===== src/design/sfi_pkg.sv =====
/*
  Shared constants and types for the serial flash command front end:
  command codes, status word layout, phase lengths, pin indices, states.
  Assumes the importing modules run on one system clock with an active-low reset.
*/
package sfi_pkg;
  // command codes
  localparam logic [7:0] CMD_LATCH_SET = 8'h06;
  localparam logic [7:0] CMD_LATCH_CLR = 8'h04;
  localparam logic [7:0] CMD_STAT_LO = 8'h05;
  localparam logic [7:0] CMD_STAT_HI = 8'h35;
  localparam logic [7:0] CMD_STAT_WR = 8'h01;
  localparam logic [7:0] CMD_READ = 8'h03;
  localparam logic [7:0] CMD_FAST = 8'h0b;
  localparam logic [7:0] CMD_DUAL_OUT = 8'h3b;
  localparam logic [7:0] CMD_DUAL_IO = 8'hbb;
  localparam logic [7:0] CMD_QUAD_OUT = 8'h6b;
  localparam logic [7:0] CMD_QUAD_IO = 8'heb;
  localparam logic [7:0] CMD_PAGE_PROG = 8'h02;
  localparam logic [7:0] CMD_FOUR_K_WIPE = 8'h20;
  localparam logic [7:0] CMD_BLOCK_WIPE = 8'hd8;
  localparam logic [7:0] CMD_FULL_WIPE = 8'hc7;
  // status word bit positions
  localparam int SB_BUSY = 0;
  localparam int SB_WEL = 1;
  localparam int SB_BP_LO = 2;
  localparam int SB_BP_HI = 6;
  localparam int SB_SRP_LO = 7;
  localparam int SB_SRP_HI = 8;
  localparam int SB_QE = 9;
  localparam int SB_PSUS = 10;
  localparam int SB_CMP = 14;
  localparam int SB_ESUS = 15;
  localparam logic [15:0] STATUS_RESET = 16'h0000;
  localparam logic [15:0] STATUS_WR_MASK = 16'h47fc;
  localparam logic [15:0] STATUS_OTP_MASK = 16'h3800;
  // lane widths and phase lengths in serial clocks
  localparam logic [2:0] LN_X1 = 3'h1;
  localparam logic [2:0] LN_X2 = 3'h2;
  localparam logic [2:0] LN_X4 = 3'h4;
  localparam logic [4:0] ADDR_CLK_X1 = 5'h18;
  localparam logic [4:0] ADDR_CLK_X2 = 5'h0c;
  localparam logic [4:0] ADDR_CLK_X4 = 5'h06;
  localparam logic [4:0] DUMMY_FAST = 5'h08;
  localparam logic [4:0] DUMMY_DUAL_IO = 5'h04;
  localparam logic [4:0] DUMMY_QUAD_IO = 5'h06;
  // synchroniser bit indices: {io3..io0, clock, select}
  localparam int PIN_CS = 0;
  localparam int PIN_SCK = 1;
  localparam int PIN_NUM = 6;
  // internal operations handed to the array engine
  localparam logic [2:0] OP_STATUS = 3'h0;
  localparam logic [2:0] OP_PROG = 3'h1;
  localparam logic [2:0] OP_FOUR_K = 3'h2;
  localparam logic [2:0] OP_BLOCK = 3'h3;
  localparam logic [2:0] OP_FULL = 3'h4;
  localparam int FIFO_W = 8;
  localparam int FIFO_D = 8;
  typedef enum logic [6:0] {
    ST_IDLE = 7'h01,
    ST_CMD = 7'h02,
    ST_ADDR = 7'h04,
    ST_DUMMY = 7'h08,
    ST_DOUT = 7'h10,
    ST_DIN = 7'h20,
    ST_TAIL = 7'h40
  } sfi_state_t;
endpackage


===== src/design/sfi_fifo.sv =====
/*
  Word FIFO between the array read stream and the serial shifter.
  Assumes one clock; flush empties it in one cycle.
*/
`timescale 1ns/1ps
module sfi_fifo #(
  parameter int W = sfi_pkg::FIFO_W,
  parameter int D = sfi_pkg::FIFO_D
) (
  // clock and reset
  input wire logic sys_clk,
  input wire logic rst_n,
  input wire logic flush,
  // fill side
  input wire logic in_valid,
  output logic in_ready,
  input wire logic [W-1:0] in_data,
  // drain side
  output logic out_valid,
  input wire logic out_ready,
  output logic [W-1:0] out_data
);
  import sfi_pkg::*;
  localparam int AW = $clog2(D);
  typedef struct packed {
    logic [D-1:0][W-1:0] mem;
    logic [AW-1:0] wp;
    logic [AW-1:0] rp;
    logic [AW:0] cnt;
  } sfi_fifo_t;
  sfi_fifo_t r, n;
  logic push;
  logic pop;

  assign in_ready = (r.cnt != (AW+1)'(D));
  assign out_valid = (r.cnt != '0);
  assign out_data = r.mem[r.rp];

  always_comb
  begin
    n = r;
    push = in_valid && in_ready;
    pop = out_valid && out_ready;
    if (flush)
    begin
      n.wp = '0;
      n.rp = '0;
      n.cnt = '0;
    end
    else
    begin
      if (push)
      begin
        n.mem[r.wp] = in_data;
        n.wp = (r.wp == AW'(D-1)) ? '0 : r.wp + 1'b1;
      end
      if (pop)
        n.rp = (r.rp == AW'(D-1)) ? '0 : r.rp + 1'b1;
      n.cnt = r.cnt + (AW+1)'(push) - (AW+1)'(pop);
    end
  end

  always_ff @(posedge sys_clk or negedge rst_n)
  begin
    if (!rst_n)
      r <= '0;
    else
      r <= n;
  end
endmodule // sfi_fifo


===== src/design/sfi_front.sv =====
/*
  Serial command front end of a multi-lane serial flash: framing on select,
  mode 0/3 sampling, x1/x2/x4 lanes, pause, status word and write gating.
  Assumes pins are asynchronous and sampled by sys_clk, and an array engine
  outside streams read bytes and runs program/erase/status operations.
*/
// Notes on behaviour
// RL1 - unknown or refused command: ignore bus until select falls again
// RL2 - output lanes float while ignoring or idle
// RL3 - valid command stays active until select rises
// RL4 - modes 0 and 3; sample on clock rise, drive on clock fall
// RL5 - reads end cleanly whenever select rises
// RL6 - writes execute only if select rises on a byte boundary
// RL7 - array access ignored while busy
// RL8 - dual commands use lanes 0 and 1, two bits per clock
// RL9 - quad commands use four lanes, four bits per clock
// RL10 - quad commands work only with quad_enable set
// RL11 - pause does not stop a running internal operation
// RL12 - pause starts on pause_n low with select low, once clock low
// RL13 - pause ends on pause_n high, once clock low
// RL14 - during pause, output floats and input is ignored
// RL15 - select high during pause resets the interface logic
// RL16 - pause is disabled in quad mode
// RL17 - upper status byte layout
// RL18 - busy_flag high during program, erase or status write
// RL19 - write_enable_latch low refuses status write, program, erase
// RL20 - status write sets block_protect_field unless hw locked
// RL21 - full wipe runs only when no area is protected
// RL22 - host reads status before a command
// RL23 - latch_set_cmd precedes any change
// RL24 - quad_enable turns pins 2 and 3 into lanes
// RL25 - lower status byte layout
`timescale 1ns/1ps
module sfi_front (
  // clock and reset
  input wire logic sys_clk,
  input wire logic rst_n,
  // serial pins
  input wire logic select_n,
  input wire logic serial_clock,
  input wire logic [3:0] io_in,
  output logic [3:0] io_out,
  output logic [3:0] io_oe,
  // array read stream
  output logic rd_active,
  output logic [23:0] rd_addr,
  input wire logic rd_valid,
  output logic rd_ready,
  input wire logic [sfi_pkg::FIFO_W-1:0] rd_data,
  // array operations
  output logic op_start,
  output logic [2:0] op_kind,
  output logic [23:0] op_addr,
  output logic prog_valid,
  output logic [7:0] prog_data,
  input wire logic op_done,
  // status
  output logic [15:0] status_word
);
  import sfi_pkg::*;
  typedef struct packed {
    logic [PIN_NUM-1:0] s1;
    logic [PIN_NUM-1:0] s2;
    logic [PIN_NUM-1:0] s3;
    logic [PIN_NUM-1:0] f;
    sfi_state_t st;
    logic held;
    logic drv;
    logic [7:0] cmd;
    logic [23:0] addr;
    logic [4:0] cnt;
    logic [4:0] dummy;
    logic [2:0] lanes;
    logic [2:0] dlanes;
    logic [2:0] bitpos;
    logic [1:0] nbytes;
    logic [7:0] sh_in;
    logic [7:0] sh_out;
    logic [3:0] left;
    logic [15:0] sr;
    logic [15:0] wr;
    logic [3:0] io_out;
    logic [3:0] io_oe;
    logic rd_active;
    logic rd_ready;
    logic op_start;
    logic [2:0] op_kind;
    logic [23:0] op_addr;
    logic prog_valid;
    logic [7:0] prog_data;
  } sfi_front_t;
  sfi_front_t r, n;
  logic cs_rise, cs_fall, sck_rise, sck_fall;
  logic hold_en, pause_n, wp_n, qe, hw_lock, is_array;
  logic [3:0] din;
  logic [7:0] sh_in_nx, ob, b;
  logic [23:0] addr_nx;
  logic [4:0] addr_clks;
  logic [2:0] bitpos_nx;
  logic fifo_valid, fifo_pop, fifo_ready;
  logic [FIFO_W-1:0] fifo_data;

  // the shifter pulls from here; a full FIFO stalls the array through rd_ready
  sfi_fifo #(.W(FIFO_W), .D(FIFO_D)) u_fifo (
    .sys_clk(sys_clk),
    .rst_n(rst_n),
    .flush(!r.rd_active),
    .in_valid(rd_valid),
    .in_ready(fifo_ready),
    .in_data(rd_data),
    .out_valid(fifo_valid),
    .out_ready(fifo_pop),
    .out_data(fifo_data)
  );

  always_comb
  begin
    n = r;
    n.s1 = {io_in, serial_clock, select_n};
    n.s2 = r.s1;
    n.s3 = r.s2;
    for (int i = 0; i < PIN_NUM; i++)
    begin
      if (r.s2[i] == r.s3[i])
        n.f[i] = r.s3[i];
    end
    n.rd_ready = fifo_ready;
    cs_rise = !r.f[PIN_CS] && n.f[PIN_CS];
    cs_fall = r.f[PIN_CS] && !n.f[PIN_CS];
    // RL4 sampling edge and driving edge
    sck_rise = !r.f[PIN_SCK] && n.f[PIN_SCK];
    sck_fall = r.f[PIN_SCK] && !n.f[PIN_SCK];
    din = n.f[5:2];
    qe = r.sr[SB_QE];
    // RL24 protect and pause pins lose their control role with quad_enable
    wp_n = qe || din[2];
    pause_n = qe || din[3];
    // RL16 no pause in quad mode
    hold_en = !qe && !n.f[PIN_CS];
    hw_lock = r.sr[SB_SRP_HI] || (r.sr[SB_SRP_LO] && !wp_n);
    is_array = (r.cmd != CMD_STAT_LO) && (r.cmd != CMD_STAT_HI);
    n.op_start = 1'b0;
    n.prog_valid = 1'b0;
    fifo_pop = 1'b0;
    b = 8'h00;
    unique case (r.lanes)
      LN_X2: sh_in_nx = {r.sh_in[5:0], din[1:0]};
      LN_X4: sh_in_nx = {r.sh_in[3:0], din};
      default: sh_in_nx = {r.sh_in[6:0], din[0]};
    endcase
    unique case (r.lanes)
      LN_X2: addr_nx = {r.addr[21:0], din[1:0]};
      LN_X4: addr_nx = {r.addr[19:0], din};
      default: addr_nx = {r.addr[22:0], din[0]};
    endcase
    addr_clks = (r.lanes == LN_X4) ? ADDR_CLK_X4 : (r.lanes == LN_X2) ? ADDR_CLK_X2 : ADDR_CLK_X1;
    bitpos_nx = r.bitpos + r.lanes;
    ob = (r.cmd == CMD_STAT_LO) ? r.sr[7:0] : (r.cmd == CMD_STAT_HI) ? r.sr[15:8] :
         (fifo_valid ? fifo_data : 8'h00);
    // RL11 engine completion is independent of pause and framing
    if (op_done)
      n.sr[SB_BUSY] = 1'b0;
    // RL12 pause begins only while the clock is low
    if (!hold_en)
      n.held = 1'b0;
    else if (!pause_n && !n.f[PIN_SCK])
      n.held = 1'b1;
    // RL13 pause ends only while the clock is low
    else if (pause_n && !n.f[PIN_SCK])
      n.held = 1'b0;
    if (n.f[PIN_CS])
    begin
      if (cs_rise && r.bitpos == 3'h0)
      begin
        // RL6 write-type commands are committed here, byte aligned only
        if (r.st == ST_TAIL)
        begin
          unique case (r.cmd)
            CMD_LATCH_SET: n.sr[SB_WEL] = 1'b1;
            CMD_LATCH_CLR: n.sr[SB_WEL] = 1'b0;
            CMD_FULL_WIPE:
            begin
              // RL21 only with nothing protected
              if (r.sr[SB_WEL] && r.sr[4:2] == 3'h0 && !r.sr[SB_CMP])
              begin
                n.op_start = 1'b1;
                n.op_kind = OP_FULL;
              end
            end
            default:
            begin
              // RL19 RL23 erase needs the latch
              if (r.sr[SB_WEL])
              begin
                n.op_start = 1'b1;
                n.op_kind = (r.cmd == CMD_FOUR_K_WIPE) ? OP_FOUR_K : OP_BLOCK;
              end
            end
          endcase
        end
        else if (r.st == ST_DIN && r.nbytes != 2'h0 && r.sr[SB_WEL])
        begin
          if (r.cmd == CMD_PAGE_PROG)
          begin
            n.op_start = 1'b1;
            n.op_kind = OP_PROG;
          end
          // RL20 status write refused under hardware protection
          else if (!hw_lock && r.nbytes != 2'h3)
          begin
            n.op_start = 1'b1;
            n.op_kind = OP_STATUS;
            n.sr[7:0] = (r.sr[7:0] & ~STATUS_WR_MASK[7:0]) | (r.wr[7:0] & STATUS_WR_MASK[7:0]);
            if (r.nbytes == 2'h2)
              n.sr[15:8] = (r.sr[15:8] & ~STATUS_WR_MASK[15:8]) | (r.wr[15:8] & STATUS_WR_MASK[15:8])
                           | (r.sr[15:8] & STATUS_OTP_MASK[15:8]);
          end
        end
        // RL18 busy from commit until the engine reports done
        if (n.op_start)
        begin
          n.sr[SB_BUSY] = 1'b1;
          n.sr[SB_WEL] = 1'b0;
          n.op_addr = r.addr;
        end
      end
      // RL15 deselect resets the interface, pause included
      // RL5 read streams stop wherever select rises
      n.st = ST_IDLE;
      n.held = 1'b0;
      n.drv = 1'b0;
      n.rd_active = 1'b0;
    end
    else if (cs_fall)
    begin
      n.st = ST_CMD;
      n.cnt = 5'h00;
      n.bitpos = 3'h0;
      n.nbytes = 2'h0;
      n.lanes = LN_X1;
      n.left = 4'h0;
      n.drv = 1'b0;
    end
    // RL14 input ignored while paused
    else if (!n.held)
    begin
      unique case (r.st)
        // RL1 wait for the next select falling edge
        ST_IDLE: n.st = ST_IDLE;
        ST_CMD:
        begin
          if (sck_rise)
          begin
            n.sh_in = sh_in_nx;
            n.bitpos = bitpos_nx;
            if (r.bitpos == 3'h7)
            begin
              n.cmd = sh_in_nx;
              n.cnt = 5'h00;
              n.dummy = 5'h00;
              n.dlanes = LN_X1;
              n.st = ST_ADDR;
              unique case (sh_in_nx)
                // RL3 recognised commands stay active
                CMD_STAT_LO, CMD_STAT_HI: n.st = ST_DOUT;
                CMD_READ: n.st = ST_ADDR;
                CMD_FAST: n.dummy = DUMMY_FAST;
                // RL8 dual lanes
                CMD_DUAL_OUT:
                begin
                  n.dummy = DUMMY_FAST;
                  n.dlanes = LN_X2;
                end
                CMD_DUAL_IO:
                begin
                  n.dummy = DUMMY_DUAL_IO;
                  n.dlanes = LN_X2;
                  n.lanes = LN_X2;
                end
                // RL9 quad lanes
                CMD_QUAD_OUT:
                begin
                  n.dummy = DUMMY_FAST;
                  n.dlanes = LN_X4;
                end
                CMD_QUAD_IO:
                begin
                  n.dummy = DUMMY_QUAD_IO;
                  n.dlanes = LN_X4;
                  n.lanes = LN_X4;
                end
                CMD_LATCH_SET, CMD_LATCH_CLR, CMD_FULL_WIPE: n.st = ST_TAIL;
                CMD_STAT_WR: n.st = ST_DIN;
                CMD_PAGE_PROG, CMD_FOUR_K_WIPE, CMD_BLOCK_WIPE: n.st = ST_ADDR;
                default: n.st = ST_IDLE;
              endcase
              // RL10 quad needs quad_enable
              if ((sh_in_nx == CMD_QUAD_OUT || sh_in_nx == CMD_QUAD_IO) && !qe)
                n.st = ST_IDLE;
              // RL7 only status reads while an operation runs
              if (r.sr[SB_BUSY] && sh_in_nx != CMD_STAT_LO && sh_in_nx != CMD_STAT_HI)
                n.st = ST_IDLE;
            end
          end
        end
        ST_ADDR:
        begin
          if (sck_rise)
          begin
            n.addr = addr_nx;
            n.cnt = r.cnt + 5'h01;
            n.bitpos = bitpos_nx;
            if (n.cnt == addr_clks)
            begin
              n.cnt = 5'h00;
              n.lanes = LN_X1;
              if (r.cmd == CMD_PAGE_PROG)
                n.st = ST_DIN;
              else if (r.cmd == CMD_FOUR_K_WIPE || r.cmd == CMD_BLOCK_WIPE)
                n.st = ST_TAIL;
              else
              begin
                // start streaming early so the dummy clocks fill the FIFO
                n.rd_active = 1'b1;
                n.st = (r.dummy == 5'h00) ? ST_DOUT : ST_DUMMY;
                n.lanes = r.dlanes;
              end
            end
          end
        end
        ST_DUMMY:
        begin
          if (sck_rise)
          begin
            n.cnt = r.cnt + 5'h01;
            if (n.cnt == r.dummy)
              n.st = ST_DOUT;
          end
        end
        ST_DOUT:
        begin
          // RL4 new output group after each falling clock
          if (sck_fall)
          begin
            n.drv = 1'b1;
            b = (r.left == 4'h0) ? ob : r.sh_out;
            fifo_pop = (r.left == 4'h0) && is_array && fifo_valid;
            n.left = ((r.left == 4'h0) ? 4'h8 : r.left) - {1'b0, r.lanes};
            unique case (r.lanes)
              LN_X2:
              begin
                n.io_out = {2'b00, b[7:6]};
                n.sh_out = {b[5:0], 2'b00};
              end
              LN_X4:
              begin
                n.io_out = b[7:4];
                n.sh_out = {b[3:0], 4'h0};
              end
              default:
              begin
                n.io_out = {2'b00, b[7], 1'b0};
                n.sh_out = {b[6:0], 1'b0};
              end
            endcase
          end
        end
        ST_DIN:
        begin
          if (sck_rise)
          begin
            n.sh_in = sh_in_nx;
            n.bitpos = bitpos_nx;
            if (r.bitpos == 3'h7)
            begin
              if (r.nbytes != 2'h3)
                n.nbytes = r.nbytes + 2'h1;
              if (r.nbytes == 2'h0)
                n.wr[7:0] = sh_in_nx;
              else if (r.nbytes == 2'h1)
                n.wr[15:8] = sh_in_nx;
              if (r.cmd == CMD_PAGE_PROG)
              begin
                n.prog_valid = 1'b1;
                n.prog_data = sh_in_nx;
              end
            end
          end
        end
        ST_TAIL:
        begin
          // RL6 extra bits after a fixed-length command spoil it
          if (sck_rise)
            n.st = ST_IDLE;
        end
        default: n.st = ST_IDLE;
      endcase
    end
    // RL2 lanes float unless a data phase is driving
    // RL14 output floats from pause_n low
    n.io_oe = 4'h0;
    if (n.st == ST_DOUT && n.drv && !(hold_en && !pause_n))
      n.io_oe = (r.lanes == LN_X4) ? 4'hf : (r.lanes == LN_X2) ? 4'h3 : 4'h2;
  end

  always_ff @(posedge sys_clk or negedge rst_n)
  begin
    if (!rst_n)
    begin
      r <= '0;
      r.st <= ST_IDLE;
      r.s1 <= 6'h3f;
      r.s2 <= 6'h3f;
      r.s3 <= 6'h3f;
      r.f <= 6'h3f;
      // RL17 RL25 status word layout
      r.sr <= STATUS_RESET;
      r.lanes <= LN_X1;
      r.dlanes <= LN_X1;
    end
    else
      r <= n;
  end

  assign io_out = r.io_out;
  assign io_oe = r.io_oe;
  assign rd_active = r.rd_active;
  assign rd_addr = r.addr;
  assign rd_ready = r.rd_ready;
  assign op_start = r.op_start;
  assign op_kind = r.op_kind;
  assign op_addr = r.op_addr;
  assign prog_valid = r.prog_valid;
  assign prog_data = r.prog_data;
  assign status_word = r.sr;
endmodule // sfi_front


===== config.mk =====
export PLATFORM = sky130hd
export DESIGN_NAME = sfi_front
export DESIGN_NICKNAME = d
export VERILOG_FILES = /design/src/design/sfi_pkg.sv /design/src/design/sfi_fifo.sv /design/src/design/sfi_front.sv
export SDC_FILE = /design/constraint.sdc
export NUM_CORES = 1
export LEC_CHECK = 0
export BUFFER_PORTS_ARGS = -buffer_cell sky130_fd_sc_hd__buf_4
export CORE_MARGIN = 5
export CORE_UTILIZATION = 60
export DETAILED_ROUTE_END_ITERATION = 10
export GPL_TIMING_DRIVEN = 0
export PLACE_DENSITY = 0.82
export SLEW_MARGIN = 20
export SYNTH_ARGS = -nofsm -noshare
export SYNTH_HDL_FRONTEND = slang
export SYNTH_SLANG_ARGS = --single-unit

===== constraint.sdc =====
create_clock -name sys_clk -period 3.8 [get_ports sys_clk]
set_input_delay 0.95 -clock sys_clk [delete_from_list [all_inputs] [get_ports sys_clk]]
set_output_delay 0.95 -clock sys_clk [all_outputs]
set_load 0.01 [all_outputs]

# Yosys cells after proc, flatten, opt, wreduce, memory -nomap -nowiden
# Index checks and enable logic that the tools add are counted.
[totals]
ff_bits = 258
in_bits = 18
output_inout_bits = 87
wordCells = 361
[classes]
addsub = 8
order_cmp = 3
n_eq_ne = 74
muxes = 133
bitwise = 9
n_reduce_logical = 90
[op_table]
columns = ["operator", "n"]
rows = [
  ["2-to-1 mux 7 bit", 14],
  ["2-to-1 mux 8 bit", 10],
  ["2-to-1 mux 74 bit", 1],
  ["bitwise mux 64 bit", 1],
  ["2-to-1 mux 9 bit", 7],
  ["2-to-1 mux 28 bit", 2],
  ["equality test 8 x 3 -> 1 bit (second input constant)", 6],
  ["equality test 8 bit (second input constant)", 6],
  ["2-to-1 mux 24 bit", 2],
  ["2-to-1 mux 4 bit", 12],
  ["one-hot mux 24 bit (2 select lines)", 1],
  ["one-hot mux 8 bit (2 select lines)", 3],
  ["AND reduction 7 bit", 6],
  ["equality test 8 x 6 -> 1 bit (second input constant)", 5],
  ["2-to-1 mux 5 bit", 8],
  ["AND reduction 6 bit", 6],
  ["one-hot mux 7 bit (5 select lines)", 1],
  ["2-to-1 mux 1 bit", 34],
  ["2-to-1 mux 3 bit", 11],
  ["2-to-1 mux 29 bit", 1],
  ["one-hot mux 7 bit (4 select lines)", 1],
  ["logical AND 1 bit", 26],
  ["binary-select mux 8 bit (select 3 bit)", 1],
  ["demux 8 bit (select 3 bit)", 1],
  ["other kinds (70)", 151],
]

# Logic depth before layout (Yosys ltp)
[depth]
ltp_word = 18
mapped_depth = 15
depth_no_buf = 14

# Cells and area by module
# Synthesis repeated with hierarchy kept, for this count alone.
[hier_totals]
hier_cells = 1265
hier_area_um2 = 13332.8
[modules_own_cells]
columns = ["mod", "n_inst", "cells_per_inst", "area_each_um2", "seq_area_each_um2"]
rows = [
  ["sfi_front", 1, 1031, 9696.8, 4287.9],
  ["sfi_fifo", 1, 234, 3636.0, 1851.8],
]

# Worst setup path after synthesis
# Ideal clock, no wire load.
[synth_timing]
kind = "register -> register"
startpoint = "register r[161] (netlist bit)"
endpoint = "register u_fifo.r[1] (netlist bit)"
setup_time_ps = 119
t_arrival_ps = 3170
required_time_ps = 3681
path_slack_ps = 511
path_stages_with_launch = 14
path_buffers = 2
period_less_slack_ps = 3289
path_cell_list = "dfstp_2 > clkbuf_1 > maj3_1 > or3_1 > clkbuf_1 > inv_2 > nor4_1 > nand2_1 > nor2_1 > ha_1 > inv_1 > ha_1 > fa_1 > and2_1"
[synth_lines]
columns = ["element", "line", "text"]
rows = [
  ["from (decl)", "sfi_front.sv:92", "sfi_front_t r, n;"],
  ["from (signal assigned)", "sfi_front.sv:422", "r <= n;"],
  ["to (signal assigned)", "sfi_fifo.sv:68", "r <= n;"],
  ["to (decl)", "sfi_fifo.sv:31", "sfi_fifo_t r, n;"],
]

==> reports/metrics.yaml <==
clocking:
  cts_sinks: 244
  clockRootBuffer: "clkbuf_16"
  post-cts-setup-buffer-count: 0
  clk_pin_slew_ns: 0.06
  cts_max_level: 1
  cts_tree: "done"
  worst_skew_pair.late_latency_ns: 0.54
  numCtsBuffers: 26
  ctsHoldBuffers: 0
  clockBufferDepth: 3
setup_path:
  cp_max_fo: 6
  cp_top_family: "simple AND/OR/NAND/NOR gates"
  worst_ep_required_time_ns: 4.20
  cp.arrival_ns: 4.02
  max_stage_delay_ns: 0.84
  endpoint_kind: "register"
  crit_chain: "or3_1 -> nor4_2 -> a21o_1 -> or3_1 -> nor2_1 -> ha_1 -> inv_1 -> ha_1 -> fa_1 -> xnor2_1 -> nor2_1"
  slowest_stage: "nor4_2"
  path_buf_inv: 1
  critical_path_class: "reg2reg"
  cp-start-kind: "register"
yosys:
  synth_edf_count: 0
  syn-cell-area_um2: 12500
  synth_area_leaders: "dfrtp_1, mux2_2, nand2_1, dfstp_2, buf_4"
  yosysUniqueCellTypes: 82
  synth.top_cell.area_share_pct: 43.3
  avgSynthCellArea_um2: 10.1
  postSynthCellCount: 1240
  ys_seq_area_share_pct: 48.9
  yosys_warnings: 0
  async_reset_ff_share_pct: 100
  ys.flop_type: "dfrtp_1"
  yosysTopAreaCell: "dfrtp_1"
  ys_seq_elements: 244
global_routing:
  grt_max_degree: 89
  gr-total-overflow: 0
  grt_first_pass_wirelength_um: 51400
  antenna_found_initial: 0
  grt_use_total_pct: 26.3
  grt_pass1_vias: 9779
die:
  row_count: 53
  io_pins: 105
  die_w_um: 155
  initial_core_util_pct: 60.3
  die_area_um2: 23900
  die_y_um: 155
  core_area_um2: 20800
sta:
  finalSetupViolCount: 0
  relSlewSlack_pct: 35.5
  fin_crit_sh_pct: 95.3
  rsz0062_at_grt: "false"
  final_hold_viol_count: 0
  tns_ns: 0
  finalMaxSlewViolations: 0
  fin_skew_ns: 0.0250
  worstMarginPinSlew_ns: 0.960
  finalCriticalPeriod_ns: 3.62
  fmax_mhz: 276
placed_design:
  postPlaceCellArea_um2: 13700
  portBuffers: 100
  dpl.hpwl_um: 22300
  gp_congestion: 0.965
run_status:
  outcome: "finished clean"
detailed_routing:
  wl_per_cell_um: 18.7
  vias: 9941
  ant_nets: 0
  wl_met2_um: 15100
  drc: 0
  drt_pre_antenna_iters: 5
  met3_wirelength_um: 2350
  via_per_inst: 5.96
  route.top_layer_used: "met4"
  detail_route.iter0.violations: 944
  wl_um: 31100
  wl_met1_um: 12700
worst_hold_path:
  hold_path_class: "reg2reg"
layout:
  final_net_count: 1412
  diodes: 0
  area_growth_pct: 17.2
  most-common-layout-cells: "nand2_1, dfrtp_1, buf_4, o21ai_0, mux2_2"
  final_cell_area_um2: 14700
  drive_gt1_share_pct: 28.4
  final_common_cell: "nand2_1"
power_and_ir_drop:
  powerDensity_nw_per_um2: 385
  leakage_uw: 0.00681
  peakVddDrop_mv: 0.473
job:
  drv_cap: 0
## layer usage
| layer | global-route usage [%] | vias up |
|---|---|---|
| met5 | 0 | - |
| met3 | 4.20 | 75 |
| met2 | 42.7 | 439 |
| met4 | 8.41 | 0 |
| li1 | - | 4558 |
| met1 | 36.5 | 4869 |
## final timing paths
| path | cells after the start | slack (ns) | to | start |
|---|---|---|---|---|
| min in group asynchronous | 1 | 0.38 | rd_ready$_DFF_PN0_ | rst_n |
| setup reg to reg | 11 | 0.18 | u_fifo.r[2]$_DFF_PN0_ | r[147]$_DFFE_PN0P_ |
| setup / recovery | 11 | 0.18 | u_fifo.r[2]$_DFF_PN0_ | r[147]$_DFFE_PN0P_ |
| hold / removal | 0 | 0.36 | n[167]$_DFF_PN1_ | n[173]$_DFF_PN1_ |
| max in group asynchronous | 3 | 2.19 | n[172]$_DFF_PN1_ | rst_n |
| hold reg to reg | 0 | 0.36 | n[167]$_DFF_PN1_ | n[173]$_DFF_PN1_ |
## cell usage after synthesis, types with 5 or more instances
cell	number
ha_1	19
or3_1	12
a21o_1	7
mux2_2	83
nor4_1	10
nor3b_1	5
a21oi_1	39
nand2b_1	11
nand2_1	220
maj3_1	5
dfstp_2	27
inv_1	24
xnor2_1	10
nor3_1	15
nand4_1	11
o31ai_1	6
mux4_2	16
a31oi_1	6
o211ai_1	6
mux2i_1	13
dfrtp_1	217
o21ai_0	120
o22ai_1	24
buf_4	84
nand3_1	16
o21bai_1	5
nand3b_1	5
clkbuf_1	44
and2_1	8
nor2_1	74
## worst reg2reg max path, cell delays in order (launching register included)
cell and delay (ns):
dfrtp_1 0.42, or3_1 0.44, nor4_2 0.84, a21o_1 0.31, or3_1 0.25, nor2_1 0.07, ha_1 0.28, inv_1 0.04
ha_1 0.20, fa_1 0.41, xnor2_1 0.17, nor2_1 0.05
## cell type report
class	instances	area (um^2)
Sequential cell	244	6140
Fill cell	1520	6120
Multi-Input combinational cell	834	5520
Buffer	138	870
Timing Repair Buffer	102	813
Clock buffer	33	738
Tap cell	275	344
Clock inverter	15	184
Inverter	26	97.6
## power breakdown
group	internal [uW]	total, uW	switching [uW]	leakage [uW]
clock	1600	2670	1070	0.000438
combinational	90.9	302	211	0.00306
sequential	2650	2680	37.2	0.00331
total	4330	5660	1320	0.00681
## cells by family (layout without fill, tap and decap cells)
kind of cell             count (synthesis)  in the layout  share of synthesized area [%]
AND/OR/NAND/NOR                        416            416                           15.4
multiplexers                           112            112                           11.4
XOR/XNOR                                14             14                          0.977
flip-flops                             244            244                           48.9
adder cells (fa/ha/maj)                 27             27                           2.77
other                                    1              4                         0.0299
AO/OA/AOI/OAI                          261            261                           12.9
buffers and inverters                  165            314                           7.73
## state kept, by name, indices dropped and copies added (netlist names), 4 cells and up
| name | flops |
|---|---|
| u_fifo.r | 74 |
| prog_data | 8 |
| io_out | 4 |
| n | 12 |
| rd_addr | 24 |
| r | 76 |
| status_word | 12 |
| op_addr | 24 |
## per-stage QoR
step                      hold WS, ns  setup slack [ns]  std cells  total power [uW]  util (%)
after floorplan                 0.345             0.511       1243              2870         -
after global placement          0.346           -0.0898       1618              3000      65.6
after detailed placement        0.349           -0.0892       1620              3020      65.9
after CTS                       0.357            0.0542       1668              5690      70.4
after global routing            0.358          0.000750       1667              5840      70.6
final                           0.357             0.180       1667              5660      70.6
## repair_timing
item / CTS / global route
gates resized for setup: 1 / 9
setup endpoints to repair: 3 / 19
cloned: 0 / 0
hold endpoints to repair: 0 / 0
Note: power is estimated with default switching activity, not from simulation.
